**src/core/usb_out_desc_pkg.sv**
```systemverilog
// Shared constants and types for the output endpoint descriptor store and its controller.
package usb_out_desc_pkg;

  // ----------------------------------------------------------------
  // Descriptor placement
  // ----------------------------------------------------------------
  localparam logic [15:0] DESC_BASE_ADDR = 16'hff08;  // Endpoint 1 configuration byte.
  localparam int          EP_COUNT       = 3;
  localparam int          DESC_BYTES     = 8 * EP_COUNT;
  localparam logic [2:0]  OFF_CONFIG     = 3'h0;
  localparam logic [2:0]  OFF_XBASE      = 3'h1;
  localparam logic [2:0]  OFF_XCOUNT     = 3'h2;
  localparam logic [2:0]  OFF_YBASE      = 3'h5;
  localparam logic [2:0]  OFF_YCOUNT     = 3'h6;
  localparam logic [2:0]  OFF_SIZE       = 3'h7;
  localparam logic [7:0]  DESC_RESET     = 8'h00;

  // ----------------------------------------------------------------
  // Field positions
  // ----------------------------------------------------------------
  localparam int CFG_IRQ_EN = 2;
  localparam int CFG_STALL  = 3;
  localparam int CFG_DOUBLE_BUFFER_ENABLE   = 4;
  localparam int CFG_TOGGLE = 5;
  localparam int CFG_ISO    = 6;
  localparam int CFG_BM_EN  = 7;
  localparam int COUNT_NAK  = 7;

  // ----------------------------------------------------------------
  // Controller registers on the APB side
  // ----------------------------------------------------------------
  localparam logic [7:0]  REG_ADDR       = 8'h00;
  localparam logic [7:0]  REG_WDATA      = 8'h04;
  localparam logic [7:0]  REG_CTRL       = 8'h08;
  localparam logic [7:0]  REG_RDATA      = 8'h0c;
  localparam logic [7:0]  REG_IRQ_STATUS = 8'h10;
  localparam logic [7:0]  REG_IRQ_MASK   = 8'h14;
  localparam int          CTRL_GO        = 0;
  localparam int          CTRL_WRITE     = 1;
  localparam int          IRQ_ACCESS     = 3;
  localparam logic [3:0]  IRQ_RESET      = 4'h0;

  // Handshake answered to the host for one OUT packet.
  typedef enum logic [1:0] {HS_NONE, HS_ACK, HS_NAK, HS_STALL} handshake_t;

endpackage

```
**src/core/endpoint_link_if.sv**
```systemverilog
// Byte access and completion path between descriptor store and controller.
`timescale 1ns/10ps
interface endpoint_link_if;
  logic        req;    // Access request, held until ack.
  logic        we;     // Write when high.
  logic [15:0] addr;   // Byte address.
  logic [7:0]  wdata;
  logic [7:0]  rdata;  // Valid with ack.
  logic        ack;    // One-cycle pulse.
  logic [2:0]  done;   // Per-endpoint completion pulse.

  modport store (input req, we, addr, wdata, output rdata, ack, done);
  modport ctrl  (output req, we, addr, wdata, input rdata, ack, done);
endinterface

```
**src/core/usb_out_desc_store.sv**
```systemverilog
// Output endpoint descriptor store with the per-packet update engine.
//
// The implementer's own choice: register access over APB.
`timescale 1ns/10ps

// Contract
// Three endpoint descriptors, each X/Y plus status.
// Endpoints one to three stored; endpoint zero excluded.
// Config at 00, X base 01, X count 02.
// Y base 05, Y count 06, size 07.
// Config bytes at FF08, FF10, FF18.
// Completion interrupt only when enable bit set.
// Stall resets zero, answers STALL, firmware clears.
// Single X buffer unless double buffering; toggle selects.
// Toggle bit tracks DATA0/DATA1 sequence.
// Firmware keeps isochronous bit cleared.
// Buffer manager ignores endpoint when disabled.
// Base byte plus three zeros gives address.
// Engine never rewrites buffer base addresses.
// Counts 0..64; larger values are firmware error.
// NAK flag clear means buffer ready.
// NAK flag set answers host with NAK.
// Size 0..64 shared by X and Y.
// Store count, set NAK, flip toggle.
// Firmware writes reserved config bits zero.
module usb_out_desc_store
  import usb_out_desc_pkg::*;
(
  // Clock and reset
  input  wire logic       clk,
  input  wire logic       sys_rst,
  // Descriptor access and completion
  endpoint_link_if.store  link,
  // Received OUT packet, one-cycle strobe
  input  wire logic       pkt_valid,
  input  wire logic [1:0] pkt_ep,
  input  wire logic       pkt_data1,
  input  wire logic [6:0] pkt_len,
  // Decision for that packet
  output logic            hs_valid,
  output handshake_t      hs_code,
  output logic [10:0]     hs_buf_addr,
  output logic            hs_store
);

  // ----------------------------------------------------------------
  // State
  // ----------------------------------------------------------------
  // Whole descriptor image plus every registered output, held as one flop set.
  // Byte 8*(n-1)+k of the image is entry k of endpoint n.
  typedef struct packed {
    logic [DESC_BYTES-1:0][7:0] mem;
    logic                       ack;
    logic [7:0]                 rdata;
    logic [2:0]                 done;
    logic                       hs_valid;
    handshake_t                 hs_code;
    logic [10:0]                buf_addr;
    logic                       store;
  } state_t;

  // Present state and the value it takes at the next edge.
  state_t st;
  state_t next_st;

  // ----------------------------------------------------------------
  // Address helpers
  // ----------------------------------------------------------------
  // Maps a bus address onto a descriptor byte; hit is low outside the block.
  // The hit flag sits in bit 5 and the byte index below it.
  function automatic logic [5:0] desc_index(input logic [15:0] a);
    logic [15:0] rel;
    rel = a - DESC_BASE_ADDR;
    if (a >= DESC_BASE_ADDR && rel < 16'(DESC_BYTES))
      desc_index = {1'b1, rel[4:0]};
    else
      desc_index = 6'h00;
  endfunction

  // Byte at a given offset within an endpoint's descriptor.
  // Only meaningful for endpoints one to three; callers screen endpoint zero.
  function automatic logic [4:0] ep_byte(input logic [1:0] ep, input logic [2:0] off);
    ep_byte = {ep - 2'h1, off};
  endfunction

  // Chooses the Y entry only when double buffering points at the Y buffer.
  function automatic logic [2:0] pick_offset(input logic       use_y,
                                             input logic [2:0] y_off,
                                             input logic [2:0] x_off);
    pick_offset = use_y ? y_off : x_off;
  endfunction

  // ----------------------------------------------------------------
  // Next state
  // ----------------------------------------------------------------
  // The packet engine has priority; a firmware access waiting on it
  // simply sees its ack one cycle later, so no update is ever lost.
  always_comb
  begin
    // Scratch values, each given a value at the top so no latch forms.
    logic [7:0] cfg;
    logic       sel_y;
    logic [4:0] cnt_i;
    logic [4:0] bas_i;
    logic [5:0] hit;
    cfg     = 8'h00;
    sel_y   = 1'b0;
    cnt_i   = 5'h00;
    bas_i   = 5'h00;
    hit     = 6'h00;
    // Pulses fall back to zero each cycle; held outputs keep their value.
    next_st = st;
    next_st.ack      = 1'b0;
    next_st.done     = 3'h0;
    next_st.hs_valid = 1'b0;
    next_st.store    = 1'b0;
    if (pkt_valid)
    begin
      // Every packet gets an answer; the code defaults to no reply.
      next_st.hs_valid = 1'b1;
      next_st.hs_code  = HS_NONE;
      next_st.buf_addr = 11'h000;
      // endpoint zero excluded
      if (pkt_ep != 2'h0)
      begin
        // config byte offset
        cfg   = st.mem[ep_byte(pkt_ep, OFF_CONFIG)];
        // Without double buffering the toggle never moves the buffer.
        // buffer selection
        sel_y = cfg[CFG_DOUBLE_BUFFER_ENABLE] & cfg[CFG_TOGGLE];
        // Y entries offsets
        cnt_i = ep_byte(pkt_ep, pick_offset(sel_y, OFF_YCOUNT, OFF_XCOUNT));
        bas_i = ep_byte(pkt_ep, pick_offset(sel_y, OFF_YBASE, OFF_XBASE));
        // form start address
        next_st.buf_addr = {st.mem[bas_i], 3'b000};
        // disabled endpoint ignored
        if (!cfg[CFG_BM_EN])
          next_st.hs_code = HS_NONE;
        // stall handshake
        else if (cfg[CFG_STALL])
          next_st.hs_code = HS_STALL;
        // full buffer NAKs
        else if (st.mem[cnt_i][COUNT_NAK])
          next_st.hs_code = HS_NAK;
        // A repeat of the last packet is acknowledged but leaves the descriptor alone.
        // repeated packet discarded
        else if (pkt_data1 != cfg[CFG_TOGGLE])
          next_st.hs_code = HS_ACK;
        else
        begin
          // The length is not held against the size byte; firmware sizes the buffers.
          // empty buffer accepts
          next_st.hs_code = HS_ACK;
          next_st.store   = 1'b1;
          // count, NAK, toggle
          // length stored as count
          next_st.mem[cnt_i] = {1'b1, pkt_len};
          // toggle advances on store
          next_st.mem[ep_byte(pkt_ep, OFF_CONFIG)][CFG_TOGGLE] = ~cfg[CFG_TOGGLE];
          // gated completion event
          next_st.done[pkt_ep - 2'h1] = cfg[CFG_IRQ_EN];
        end
      end
    end
    // A request seen while ack stands is the one just served, so it is skipped.
    else if (link.req && !st.ack)
    begin
      // Unmapped addresses still answer, so a firmware access never hangs.
      // decode descriptor window
      hit = desc_index(link.addr);
      next_st.ack   = 1'b1;
      next_st.rdata = hit[5] ? st.mem[hit[4:0]] : 8'h00;
      // only firmware writes bases
      // size byte kept as written
      if (link.we && hit[5])
        next_st.mem[hit[4:0]] = link.wdata;
    end
  end

  // ----------------------------------------------------------------
  // Registers
  // ----------------------------------------------------------------
  // One flop set for all state keeps reset and update in one place.
  // The clear brings every descriptor byte to zero, stall included.
  // stall bit resets zero
  always_ff @(posedge clk or posedge sys_rst)
  begin
    if (sys_rst)
    begin
      st <= '0;
    end
    else
    begin
      st <= next_st;
    end
  end

  // ----------------------------------------------------------------
  // Outputs
  // ----------------------------------------------------------------
  // descriptor contents exposed
  assign link.ack    = st.ack;
  assign link.rdata  = st.rdata;
  assign link.done   = st.done;

  // Packet answer; hs_valid and hs_store are one-cycle pulses, while hs_code and
  // hs_buf_addr hold until the next packet.
  assign hs_valid    = st.hs_valid;
  assign hs_code     = st.hs_code;
  assign hs_buf_addr = st.buf_addr;
  assign hs_store    = st.store;

endmodule

```
**src/flat_wrapper.sv**
```systemverilog
// flat-port wrapper written by rule: the top's interface ports become plain ports
module usb_out_desc_store_flat import usb_out_desc_pkg::*;
  (clk, sys_rst, pkt_valid, pkt_ep, pkt_data1, pkt_len, hs_valid, hs_code, hs_buf_addr, hs_store, link_req, link_we, link_addr, link_wdata, link_rdata, link_ack, link_done);
  endpoint_link_if link_i ();
  input  wire logic clk;
  input  wire logic sys_rst;
  input  wire logic pkt_valid;
  input  wire logic [1:0] pkt_ep;
  input  wire logic pkt_data1;
  input  wire logic [6:0] pkt_len;
  output logic hs_valid;
  output handshake_t hs_code;
  output logic [10:0] hs_buf_addr;
  output logic hs_store;
  input wire logic [$bits(link_i.req)-1:0] link_req;
  input wire logic [$bits(link_i.we)-1:0] link_we;
  input wire logic [$bits(link_i.addr)-1:0] link_addr;
  input wire logic [$bits(link_i.wdata)-1:0] link_wdata;
  output wire logic [$bits(link_i.rdata)-1:0] link_rdata;
  output wire logic [$bits(link_i.ack)-1:0] link_ack;
  output wire logic [$bits(link_i.done)-1:0] link_done;
  assign link_i.req = link_req;
  assign link_i.we = link_we;
  assign link_i.addr = link_addr;
  assign link_i.wdata = link_wdata;
  assign link_rdata = link_i.rdata;
  assign link_ack = link_i.ack;
  assign link_done = link_i.done;
  usb_out_desc_store u_core (.clk(clk), .sys_rst(sys_rst), .link(link_i), .pkt_valid(pkt_valid), .pkt_ep(pkt_ep), .pkt_data1(pkt_data1), .pkt_len(pkt_len), .hs_valid(hs_valid), .hs_code(hs_code), .hs_buf_addr(hs_buf_addr), .hs_store(hs_store));
endmodule
```
**config.mk**
```make
export PLATFORM = sky130hd
export DESIGN_NAME = usb_out_desc_store_flat
export DESIGN_NICKNAME = d
export VERILOG_FILES = /design/src/core/usb_out_desc_pkg.sv /design/src/core/endpoint_link_if.sv /design/src/core/usb_out_desc_store.sv /design/src/flat_wrapper.sv
export SDC_FILE = /design/constraint.sdc
export NUM_CORES = 1
export LEC_CHECK = 0
export BUFFER_PORTS_ARGS = -buffer_cell sky130_fd_sc_hd__buf_2
export CORE_ASPECT_RATIO = 1.2
export CORE_MARGIN = 1
export CORE_UTILIZATION = 65
export DETAILED_ROUTE_END_ITERATION = 10
export PLACE_DENSITY = 0.88
export SLEW_MARGIN = 20
export SYNTH_ARGS = -nofsm -noshare
export SYNTH_HDL_FRONTEND = slang
export SYNTH_SLANG_ARGS = --single-unit
```
**constraint.sdc**
```tcl
create_clock -name clk -period 18.4 [get_ports clk]
set_input_delay 0 -clock clk [delete_from_list [all_inputs] [get_ports clk]]
set_output_delay 0 -clock clk [all_outputs]
set_load 0.1 [all_outputs]
```
* After elaboration in Yosys (flattened, before gate mapping)
Cells that the tools add are included.
** Word-level totals
- Bits in registers :: 219
- Word-level logic and storage cells :: 115
- Output and inout bits :: 27
** Cells by class
- Bitwise gates (word level) :: 4
- Muxes and demuxes :: 48
- Order comparisons :: 11
- Eq/ne operators :: 6
- Reductions and logical operators :: 13
- Add/sub/neg operators :: 2
** Operator list (count)
- 192-bit two-way mux :: 7
- 192-bit bitwise mux :: 3
- 201-bit two-way mux :: 1
- 8-bit binary-select mux with 5-bit select :: 3
- 8-bit demux with 5-bit select :: 2
- 8-bit two-way mux :: 7
- 5-bit by 6-bit less-than comparator with 1-bit output (second input constant) :: 4
- 6-bit two-way mux :: 4
- 3-bit two-way mux :: 7
- 18-bit two-way mux :: 1
- 8-bit binary-select mux with 2-bit select :: 1
- 8-bit demux with 2-bit select :: 1
- 16-bit >= comparator (second input constant) :: 1
- 16-bit by 5-bit less-than comparator with 1-bit output (second input constant) :: 1
- 16-bit subtractor (second input constant) :: 1
- 5-bit by 1-bit >= comparator with 1-bit output (second input constant) :: 3
- 14-bit two-way mux :: 1
- 9-bit two-way mux :: 1
- 1-bit logical AND :: 7
- 7-bit AND reduction :: 1
- 2-bit two-way mux :: 3
- 2-bit inequality test (second input constant) :: 3
- 2-bit nonzero test :: 3
- 1-bit two-way mux :: 5
- other kinds (11) :: 13

* Logic depth before layout (Yosys ltp)
Gate-level depths: netlist of the first run.
- Word-level depth :: 17
- Mapped depth :: 14
- Gate-level depth less buffers :: 9

* Worst setup path after synthesis of the first run
No wires, ideal clock.
- Path kind :: input -> register
- Start point :: input pkt_ep[0]
- End point :: register u_core.st[44] (netlist name)
- Required time :: 18275 ps
- Path slack :: 15409 ps
- Arrival time :: 2867 ps
- Cell stages on the path :: 13
- Cell sequence :: buf_2 inv_2 ha_1 buf_4 and2b_1 buf_6 a22oi_2 o221a_2 o21bai_1 or2_1 buf_6 a221oi_4 mux2_2
** Between the ends
- Longest elaborated chain between the ends :: 17
** Ends and longest elaborated chain
- start: declaration :: line flat_wrapper.sv:8 : input wire logic [1:0] pkt_ep;
- 2-bit by 1-bit subtractor with 2-bit output :: line usb_out_desc_store.sv:83 : ep_byte = {ep - 2'h1, off};
- 8-bit binary-select mux with 2-bit select :: line usb_out_desc_store.sv:127 : cfg = st.mem[ep_byte(pkt_ep, OFF_CONFIG)];
- 8-bit two-way mux (not written as such) :: line usb_out_desc_store.sv:127
- 1-bit AND :: line usb_out_desc_store.sv:130 : sel_y = cfg[CFG_DOUBLE_BUFFER_ENABLE] & cfg[CFG_TOGGLE];
- 3-bit two-way mux :: line usb_out_desc_store.sv:90 : pick_offset = use_y ? y_off : x_off;
- 5-bit by 6-bit less-than comparator with 1-bit output (not written as such) / 5-bit by 1-bit >= comparator with 1-bit output (equally long branches) :: line usb_out_desc_store.sv:157 : next_st.mem[cnt_i] = {1'b1, pkt_len};
- 1-bit logical AND (not written as such) :: line usb_out_desc_store.sv:157
- 8-bit two-way mux (not written as such) :: line usb_out_desc_store.sv:157
- 8-bit demux with 5-bit select
- 192-bit bitwise mux :: line usb_out_desc_store.sv:157
- 192-bit bitwise mux :: line usb_out_desc_store.sv:159 : next_st.mem[ep_byte(pkt_ep, OFF_CONFIG)][CFG_TOGGLE] = ~cfg[CFG_TOGGLE];
- 192-bit two-way mux :: line usb_out_desc_store.sv:147 : else if (pkt_data1 != cfg[CFG_TOGGLE])
- 192-bit two-way mux :: line usb_out_desc_store.sv:143 : else if (st.mem[cnt_i][COUNT_NAK])
- 192-bit two-way mux :: line usb_out_desc_store.sv:140 : else if (cfg[CFG_STALL])
- 192-bit two-way mux :: line usb_out_desc_store.sv:137 : if (!cfg[CFG_BM_EN])
- 192-bit two-way mux :: line usb_out_desc_store.sv:124 : if (pkt_ep != 2'h0)
- 192-bit two-way mux :: line usb_out_desc_store.sv:117 : if (pkt_valid)
- end signal: assignment :: line usb_out_desc_store.sv:194 : st <= next_st;
- end: declaration :: line usb_out_desc_store.sv:63 : state_t st;
Several ways; a longest one is shown, not always the timed one. The select of a mux whose other input is x is not followed.
A chain may end at the register's enable or synchronous reset.

* Worst setup path after layout of the first run
- Start point :: input pkt_ep[0]
- End point :: register u_core.st[110] (netlist name)
Same word-level chain as after synthesis.

==> flow_metrics.tcl, run 1 <==
set metrics [dict create \
    async_flop_share_pct 100 \
    rsz0062_at_grt "no" \
    tritoncts "built" \
    antenna_found_initial 2 \
    powerDensity_nw_per_um2 84.8 \
    worstHoldPathType "input port to flop" \
    clkTransAtPathRegs_ns 0.06 \
    cp.required_ns 18.80 \
    cp_max_fo 17 \
    arrival_ns 4.27 \
    synth.most_common_cell "nand2_1" \
    setup_viol 0 \
    place_congestion 1.04 \
    synth_top_area_share_pct 47.4 \
    htree_num_levels 1 \
    grt_pass1_wl_mm 62.2 \
    initial_core_util_pct 67.1 \
    route.detailed.drc 0 \
    synth_edf_count 0 \
    wl_per_cell_um 28.3 \
    cts_root_buf "clkbuf_16" \
    io_buffer_count 62 \
    setup_tns_ns 0 \
    criticalPathCategory "input port to flop" \
    cts.path.max_buffers 3 \
    peakVddDrop_uv 75.9 \
    slew_violations 0 \
    avgViaCountPerCell 7.09 \
    area_delta_synth_final_pct 8.48 \
    wl_mm 41.4 \
    ctsResizeCount 0 \
    endpoint_kind "flop" \
    ys_types 71 \
    cp-start-kind "input port" \
    pin_count 66 \
    hold_start "link_req" \
    skew_ns 0.0183 \
    synth_seq_cells 216 \
    syn-cell-area_um2 11400 \
    maxSlewHeadroom_pct 18.5 \
    finalPower_mw 1.05 \
    postCtsSetupBuffers 0 \
    fin_util_pct 72.8 \
    clk_latency_ns 0.53 \
    fin_ws_ns 14.52 \
    cts_inserted_buffers 23 \
    ys_seq_area_share_pct 47.4 \
    core-area_um2 17000 \
    hold_violations 0 \
    avgSynthCellArea_um2 9.15 \
    n_antenna_cell 0 \
    synth_common_cells "nand2_1 (256), dfrtp_1 (216), o21ai_0 (212)" \
    grt_max_degree 132 \
    yosys.area.top_type "dfrtp_1" \
    fmax_ghz 0.258 \
    drive_gt1_share_pct 15.5 \
    timing.final.crit_share_pct 21.1 \
    status "complete, no violations" \
    timing.rr.start "u_core.link.ack" \
    period_minus_slack_ns 3.88 \
    fillerInstances 1281 \
    placementRows 52 \
    cts_sinks 216 \
    die_w_um 123 \
    grt.overflow.total 0 \
    tightest_slew_ns 1.22 \
    drt-initial-drc-count 1650 \
    synthCells 1245 \
    nets 1278 \
    grt_util_all_layers_pct 47.7 \
    leakage_nw 5.44 \
    rrSetupSlack_ns 14.57 \
    synthTopCellsByArea "dfrtp_1 (47%), o21ai_0 (9.3%), nand2_1 (8.4%), mux2_2 (5.2%), mux2i_1 (3.3%)" \
    ff2ff_path_depth 9 \
    die-area_um2 18100 \
    yosys_warnings 0 \
    dr.pass1.iters 5 \
    hold_path_end "u_core.st[96]" \
    place_hpwl_mm 27.0 \
    maxCapViolCount 0 \
    grt_pass1_vias 10165 \
    hold_depth 4 \
    die_h_um 147 \
    synthFlopType "dfrtp_1" \
    ant_nets 0 \
    dp_slack_ns 14.15 \
    vias 10383 \
    r2r_end "u_core.st[136]" \
]
==> worst max-delay path, cell delays in order <==
cell and delay, ns:
buf_2 0.31, inv_2 0.22, ha_1 0.80, and2b_1 0.43
a22oi_4 0.16, a2111oi_2 0.48, o21bai_1 0.20, or2_1 0.57
a221oi_4 0.68, mux2_2 0.40
==> registers in the layout, indices dropped and copies added (netlist names) <==
register	cells
u_core.link.done	3
u_core.st	192
u_core.link.ack	1
u_core.hs_code	2
u_core.link.rdata	8
u_core.hs_valid	1
u_core.hs_store	1
u_core.hs_buf_addr	8
==> worst max-delay path by stage <==
stage	start	endpoint	slack (ns)
after detailed placement	pkt_ep[0]	u_core.st[47]	14.15
final	pkt_ep[0]	u_core.st[110]	14.52
after global placement	pkt_ep[0]	u_core.st[114]	14.17
after CTS	pkt_ep[0]	u_core.st[110]	14.66
after floorplan	sys_rst	u_core.hs_buf_addr[10]	12.49
after global routing	link_addr[3]	u_core.st[136]	14.12
==> metrics by stage <==
stage	instance area [um^2]	hold WS (ns)	std cells
floorplan	11400	0.0314	1247
global placement	11500	0.266	1420
detailed placement	11500	0.275	1420
CTS	12300	0.0169	1464
global route	12400	0.0386	1464
finish	12400	0.0316	1464
==> area by class of cell <==
class	instances	area [um^2]	area share, %
inverters	27	109	0.881
flip-flops and latches	216	5410	43.7
repair buffers	76	432	3.49
clock buffers	30	632	5.11
multi-input cells	890	5360	43.3
clock inverters	9	155	1.26
well taps	216	270	2.19
==> repair_timing <==
action | CTS | global route
hold endpoints to repair | 136 | 0
setup endpoints to repair | 0 | 0
hold buffers | 5 | 0
==> per-layer routing <==
| layer | GRT usage [%] | routed length [um] | up-vias |
|---|---|---|---|
| li1 | - | - | 4361 |
| met1 | 58.9 | 14300 | 4962 |
| met2 | 71.2 | 18200 | 808 |
| met3 | 14.2 | 5140 | 250 |
| met4 | 33.7 | 3760 | 2 |
| met5 | 0 | 10 | - |
==> logic make-up after synthesis <==
logic type      synth area share, %
simple gates                   14.8
compound gates                 20.4
flops                          47.4
buf+inv                        5.66
mux                            11.1
fa+ha+maj                     0.549
other cells                  0.0329
xor+xnor                     0.0769
==> layout by cell type, fill, tap and decap left out, drive strengths merged, types with 4 or more instances in the layout <==
| master | Yosys | routed |
|---|---|---|
| a22oi | 4 | 4 |
| nand2 | 256 | 256 |
| and4 | 6 | 6 |
| nor2 | 58 | 58 |
| inv | 25 | 27 |
| o21ai | 212 | 212 |
| dlygate4sd3 | 0 | 5 |
| buf | 44 | 71 |
| ha | 5 | 5 |
| a21oi | 53 | 53 |
| a211oi | 5 | 5 |
| mux4 | 12 | 12 |
| a31oi | 13 | 13 |
| o22ai | 21 | 21 |
| mux2i | 37 | 37 |
| a22o | 5 | 5 |
| clkbuf | 70 | 30 |
| nor4 | 5 | 5 |
| or3 | 8 | 8 |
| nand2b | 7 | 7 |
| a221oi | 4 | 4 |
| dfrtp | 216 | 216 |
| a2bb2oi | 6 | 6 |
| nor3 | 13 | 13 |
| nand3 | 24 | 24 |
| o211ai | 11 | 11 |
| bufinv | 0 | 4 |
| o221ai | 8 | 8 |
| nand4 | 6 | 6 |
| clkinv | 2 | 4 |
| o221a | 4 | 4 |
| o31ai | 5 | 5 |
| mux2 | 55 | 55 |
==> report_power, final <==
group          leakage (nW)  switching (mW)  internal, mW
sequential             3.00        0.000106         0.475
combinational          2.05          0.0578        0.0159
clock                 0.383           0.201         0.298
(Power assumes the default switching activity.)
==> inputs of run 2 (changes only) <==
--- a/config.mk
+++ b/config.mk
@@ -8,9 +8,9 @@
 export BUFFER_PORTS_ARGS = -buffer_cell sky130_fd_sc_hd__buf_2
 export CORE_ASPECT_RATIO = 1.2
 export CORE_MARGIN = 1
-export CORE_UTILIZATION = 65
+export CORE_UTILIZATION = 62
 export DETAILED_ROUTE_END_ITERATION = 10
-export PLACE_DENSITY = 0.88
+export PLACE_DENSITY = 0.85
 export SLEW_MARGIN = 20
 export SYNTH_ARGS = -nofsm -noshare
 export SYNTH_HDL_FRONTEND = slang
==> constraint.sdc (replaced) <==
create_clock -name clk -period 3.93 [get_ports clk]
set_input_delay 0 -clock clk [delete_from_list [all_inputs] [get_ports clk]]
set_output_delay 0 -clock clk [all_outputs]
set_load 0.1 [all_outputs]
==> run 2 against run 1 <==
Net effect:
- via count rose by 0.67%
- final cell count rose by 2.7%
- flip-flop and latch count did not move
- clock-buffer cell count fell by 2
- sequential power rose to 4.7 times the previous value
- combinational power rose to 5.0 times the previous value
- critical endpoint is now u_core.st[198]
==> flow_metrics.tcl, run 2 (synthesis results as in run 1) <==
set metrics [dict create \
    status "complete, no violations" \
    grt.overflow.total 0 \
    cp_max_fo 16 \
    powerDensity_nw_per_um2 398 \
    tightest_slew_ns 1.03 \
    tritoncts "built" \
    io_buffer_count 62 \
    top_register "u_core.st" \
    grt_util_all_layers_pct 44.7 \
    layout_commonest_cell "nand2_1" \
    cts_inserted_buffers 24 \
    cp.required_ns 4.32 \
    slew_violations 0 \
    htree_num_levels 1 \
    seqPwrFrac_pct 44.1 \
    grt_max_degree 99 \
    initial_core_util_pct 64.1 \
    p_int_mw 3.79 \
    worstHoldPathType "input port to flop" \
    timing.final.crit_share_pct 99.0 \
    hold_violations 0 \
    wl_per_cell_um 27.4 \
    pin_count 66 \
    avgViaCountPerCell 6.95 \
    place_congestion 1.05 \
    layoutNonFillerInstCount 1503 \
    die_h_um 150 \
    dr.pass1.iters 7 \
    period_minus_slack_ns 3.89 \
    grt_pass1_wl_mm 61.9 \
    drt-initial-drc-count 1422 \
    rsz0062_at_grt "yes" \
    placementRows 53 \
    dp.cells 1453 \
    clkTransAtPathRegs_ns 0.06 \
    drive_gt1_share_pct 17.6 \
    cts.path.max_buffers 3 \
    arrival_ns 4.28 \
    final_cell_mix "nand2_1 (256), dfrtp_1 (216), o21ai_0 (212)" \
    leakage_nw 5.61 \
    die-area_um2 18900 \
    criticalPathCategory "input port to flop" \
    fin_util_pct 71.4 \
    n_antenna_cell 0 \
    place_hpwl_mm 28.5 \
    area_delta_synth_final_pct 11.3 \
    cts_sinks 216 \
    clockPowerShare_pct 48.5 \
    vias 10453 \
    comb_power_share_pct 7.3 \
    postCtsSetupBuffers 0 \
    grt_pass1_vias 10167 \
    largest_register_ff_count 192 \
    maxSlewHeadroom_pct 30.6 \
    core-area_um2 17800 \
    clk_latency_ns 0.54 \
    maxCapViolCount 0 \
    cts_root_buf "clkbuf_16" \
    cp-start-kind "input port" \
    ant_nets 0 \
    wl_mm 41.2 \
    setup_viol 0 \
    die_w_um 126 \
    antenna_found_initial 0 \
    peakVddDrop_uv 404 \
    p_sw_mw 1.25 \
    skew_ns 0.0120 \
    nets 1310 \
    p_sw_share_pct 24.8 \
    endpoint_kind "flop" \
    route.detailed.drc 0 \
    fmax_ghz 0.257 \
]
[run 2: power by group through the flow]
stage	clock network, mW	logic [mW]	registers (mW)
after floorplan	0	0.203	2.28
after global placement	0	0.344	2.27
after detailed placement	0	0.348	2.27
after CTS	2.43	0.354	2.23
after global routing	2.52	0.384	2.22
final	2.45	0.368	2.23
[run 2: layout make-up]
type	count	area [um^2]
clock inverters	15	230
repair buffers	107	691
inverters	27	105
multi-input cells	890	5350
well taps	220	275
clock buffers	28	626
flip-flops and latches	216	5410
fillers	1363	5090
[run 2: timing repair]
action                     4_1_cts  5_1_grt
hold endpoints to repair        41        0
hold buffers                     7        0
resized for setup                0        0
setup endpoints to repair        0       21
[run 2: metrics by stage]
stage	cell area, um^2	hold slack (ns)	power [mW]	setup slack, ns	setup TNS [ns]
floorplan	11400	0.0314	2.48	0.939	0
global placement	11800	0.163	2.61	0.241	0
detailed placement	11800	0.177	2.61	0.213	0
CTS	12700	0.00442	5.01	0.360	0
global route	12700	0.0238	5.13	-0.0787	-0.777
finish	12700	0.0335	5.04	0.0409	0
[run 2: critical path: stages]
cell,delay [ns]
dlygate4sd3_1,0.53
buf_2,0.13
inv_1,0.23
ha_1,0.22
nand2b_1,0.09
a211oi_2,0.63
nand4_1,0.49
nor3_1,0.93
nand3_1,0.66
nand2_1,0.24
o21ai_0,0.12
[run 2: final timing paths]
kind                       slack (ns)  depth (start not counted)       startpoint             end
min reg2reg                      0.48                          2   u_core.st[130]  u_core.st[130]
max                              0.04                         11     link_addr[3]  u_core.st[198]
max reg2reg                      0.79                          8  u_core.link.ack  u_core.st[198]
min                              0.03                          4    link_wdata[1]  u_core.st[156]
min in group asynchronous        0.15                          3          sys_rst  u_core.st[203]
max in group asynchronous        2.80                          4          sys_rst  u_core.st[119]
[run 2: layer usage]
metal	track usage, %	routed length, um	vias to the layer above
met1	55.6	14800	5005
met3	9.24	4300	237
met5	0	0	-
met4	32.5	3610	0
met2	69.9	18500	768
li1	-	-	4443
==> inputs of run 3 (changes only) <==
--- a/config.mk
+++ b/config.mk
@@ -5,11 +5,13 @@
 export SDC_FILE = /design/constraint.sdc
 export NUM_CORES = 1
 export LEC_CHECK = 0
+export ABC_AREA = 1
 export BUFFER_PORTS_ARGS = -buffer_cell sky130_fd_sc_hd__buf_2
 export CORE_ASPECT_RATIO = 1.2
 export CORE_MARGIN = 1
 export CORE_UTILIZATION = 62
 export DETAILED_ROUTE_END_ITERATION = 10
+export HOLD_SLACK_MARGIN = 0.12
 export PLACE_DENSITY = 0.85
 export SLEW_MARGIN = 20
 export SYNTH_ARGS = -nofsm -noshare
==> run 3 against run 2 <==
Net effect:
- via count increased by 3.2%
- core utilization decreased by 0.33 points
- die area decreased by 0.21%
- highest routed layer unchanged
- register-to-register slack improved by 0.32 ns
- the run now ends with DRC left
- sequential share of layout area increased by 0.36 points
- hold slack improved by 0.091 ns
- fmax increased by 27%
- first-iteration DRC count decreased by 8.2%
- synthesized cell count increased by 18%
- clock-buffer cell count increased by 7
- critical path depth increased by 7
==> flow_metrics.tcl, run 3 <==
set metrics [dict create \
    maxCapViolCount 0 \
    core-area_um2 17700 \
    synth.most_common_cell "nand2_1" \
    ys_seq_area_share_pct 47.5 \
    timing.final.crit_share_pct 78.0 \
    rrSetupSlack_ns 1.11 \
    cp.required_ns 4.31 \
    powerDensity_nw_per_um2 382 \
    final_area_um2 12600 \
    initial_core_util_pct 64.2 \
    ys_types 44 \
    vias 10790 \
    cts_inserted_buffers 23 \
    wl_mm 37.1 \
    synth_top_family_by_area "simple AND/OR/NAND/NOR gates" \
    synthSimpleGateAreaFrac_pct 26.0 \
    endpoint_kind "flop" \
    nets 1550 \
    grt_max_degree 138 \
    route.detailed.drc 9 \
    timing.rr.start "u_core.link.ack" \
    synthAdderAreaFrac_pct 0.550 \
    ctsResizeCount 0 \
    status "finished with violations" \
    synth-xor-area-share_pct 0.154 \
    placementRows 53 \
    clockPowerShare_pct 44.6 \
    p_int_mw 3.58 \
    antenna_found_initial 0 \
    dp.cells 1678 \
    layout_commonest_cell "nand2_1" \
    arrival_ns 3.45 \
    fmax_ghz 0.326 \
    avgSynthCellArea_um2 7.71 \
    criticalPathCategory "input port to flop" \
    synth_top_area_share_pct 47.5 \
    grt_pass1_vias 10184 \
    final_cell_mix "nand2_1 (359), nor2_1 (247), dfrtp_1 (216)" \
    tritoncts "built" \
    grt.overflow.total 0 \
    n_antenna_cell 0 \
    largest_register_ff_count 192 \
    io_buffer_count 62 \
    ff2ff_path_depth 8 \
    maxSlewHeadroom_pct 47.9 \
    die_w_um 126 \
    setup_tns_ns 0 \
    synthMuxAreaShare_pct 0.176 \
    grt_util_all_layers_pct 40.5 \
    hold_path_end "u_core.hs_buf_addr[10]" \
    yosys_warnings 0 \
    place_congestion 0.991 \
    setup_viol 0 \
    cp-start-kind "input port" \
    drt-initial-drc-count 1305 \
    place_hpwl_mm 25.5 \
    slew_violations 0 \
    worstHoldPathType "input port to flop" \
    die-area_um2 18900 \
    clk_latency_ns 0.53 \
    cp_max_fo 16 \
    tightest_slew_ns 0.781 \
    wl_per_cell_um 21.3 \
    htree_num_levels 1 \
    synth_common_cells "nand2_1 (359), nor2_1 (247), dfrtp_1 (216)" \
    place_area_um2 11600 \
    synth_compound_area_share_pct 18.3 \
    dr.pass1.iters 8 \
    period_minus_slack_ns 3.07 \
    layoutNonFillerInstCount 1742 \
    postCtsSetupBuffers 0 \
    hold_start "pkt_ep[0]" \
    area_delta_synth_final_pct 10.6 \
    synthFlopType "dfrtp_1" \
    syn-cell-area_um2 11400 \
    cts.path.max_buffers 3 \
    cts_sinks 216 \
    pin_count 66 \
    r2r_end "u_core.st[143]" \
    top_register "u_core.st" \
    synthTopCellsByArea "dfrtp_1 (48%), nand2_1 (12%), o21ai_0 (8.8%), nor2_1 (8.2%), nand3_1 (2.6%)" \
    dp_slack_ns 0.737 \
    drive_gt1_share_pct 11.6 \
    seqPwrFrac_pct 47.2 \
    cts_root_buf "clkbuf_16" \
    p_sw_mw 1.22 \
    synthCells 1474 \
    ant_nets 0 \
    yosys.area.top_type "dfrtp_1" \
    grt_pass1_wl_mm 57.2 \
    violations "DRC" \
    comb_power_share_pct 8.2 \
    peakVddDrop_uv 353 \
    leakage_nw 6.15 \
    hold_depth 6 \
    die_h_um 150 \
    synth_seq_cells 216 \
    async_flop_share_pct 100 \
    hold_violations 0 \
    p_sw_share_pct 25.5 \
    ctsHoldBuffers 22 \
    clkTransAtPathRegs_ns 0.06 \
    rsz0062_at_grt "no" \
    synth_edf_count 0 \
    avgViaCountPerCell 6.19 \
    fin_ws_ns 0.864 \
    skew_ns 0.0164 \
    fin_util_pct 71.0 \
]
## run 3: worst max-delay path by stage
| stage | slack (ns) | startpoint | end | cells after the start |
|---|---|---|---|---|
| 4_1_cts | 0.97 | link_addr[3] | u_core.st[206] | 18 |
| 3_5_place_dp | 0.74 | pkt_ep[0] | u_core.st[206] | 12 |
| 2_1_floorplan | 1.12 | sys_rst | u_core.hs_buf_addr[10] | 1 |
| 3_3_place_gp | 0.85 | pkt_ep[0] | u_core.st[203] | 12 |
| 6_report | 0.86 | link_addr[3] | u_core.st[206] | 18 |
| 5_1_grt | 0.60 | link_addr[3] | u_core.link.rdata[1] | 19 |
## run 3: layer usage
| metal | up-vias | share of wire, % | wire length [um] | track usage, % |
|---|---|---|---|---|
| met5 | - | 0 | 0 | 0 |
| met2 | 642 | 45 | 16700 | 63.6 |
| met3 | 151 | 9.5 | 3540 | 7.11 |
| met1 | 5085 | 38 | 13900 | 51.0 |
| met4 | 0 | 7.8 | 2880 | 29.6 |
| li1 | 4912 | - | - | - |
## run 3: logic make-up (layout without fill, tap and decap cells)
kind of cell,Yosys count,count (layout)
xor gates and xnor gates,2,2
other,1,3
adders and majority gates,5,5
AOI/OAI and AO/OA,358,358
DFF,216,216
and+or+nand+nor,715,715
buffers and inverters,175,221
muxes,2,2
## run 3: final cells by class
type	instances	area [um^2]
Clock buffer	35	671
Tap cell	220	275
Fill cell	1454	5130
Multi-Input combinational cell	1085	5160
Inverter	70	267
Timing Repair Buffer	110	742
Sequential cell	216	5410
Clock inverter	6	61.3
## run 3: through the flow
| step | power (mW) | hold WS (ns) |
|---|---|---|
| floorplan | 2.57 | 0.0314 |
| global placement | 2.67 | 0.244 |
| detailed placement | 2.68 | 0.242 |
| CTS | 4.79 | 0.122 |
| global route | 4.92 | 0.164 |
| finish | 4.80 | 0.125 |
## run 3: worst max-delay path, stage by stage
cell	delay, ns
dlygate4sd3_1	0.53
buf_2	0.24
inv_1	0.08
ha_1	0.30
nor2_1	0.06
nor2_1	0.09
nand2_1	0.13
nor2_8	0.20
nand2_4	0.08
nor2_1	0.09
buf_4	0.21
inv_1	0.14
nor2_2	0.25
nand2_1	0.16
a22oi_1	0.16
nand2_1	0.42
nand2_1	0.22
o21ai_2	0.07
## run 3: power by group through the flow
stage	Sequential [mW]	Combinational [mW]	Clock, mW
2_1_floorplan	2.31	0.267	0
3_3_place_gp	2.31	0.369	0
3_5_place_dp	2.31	0.372	0
4_1_cts	2.27	0.389	2.14
5_1_grt	2.27	0.420	2.23
6_report	2.27	0.394	2.14
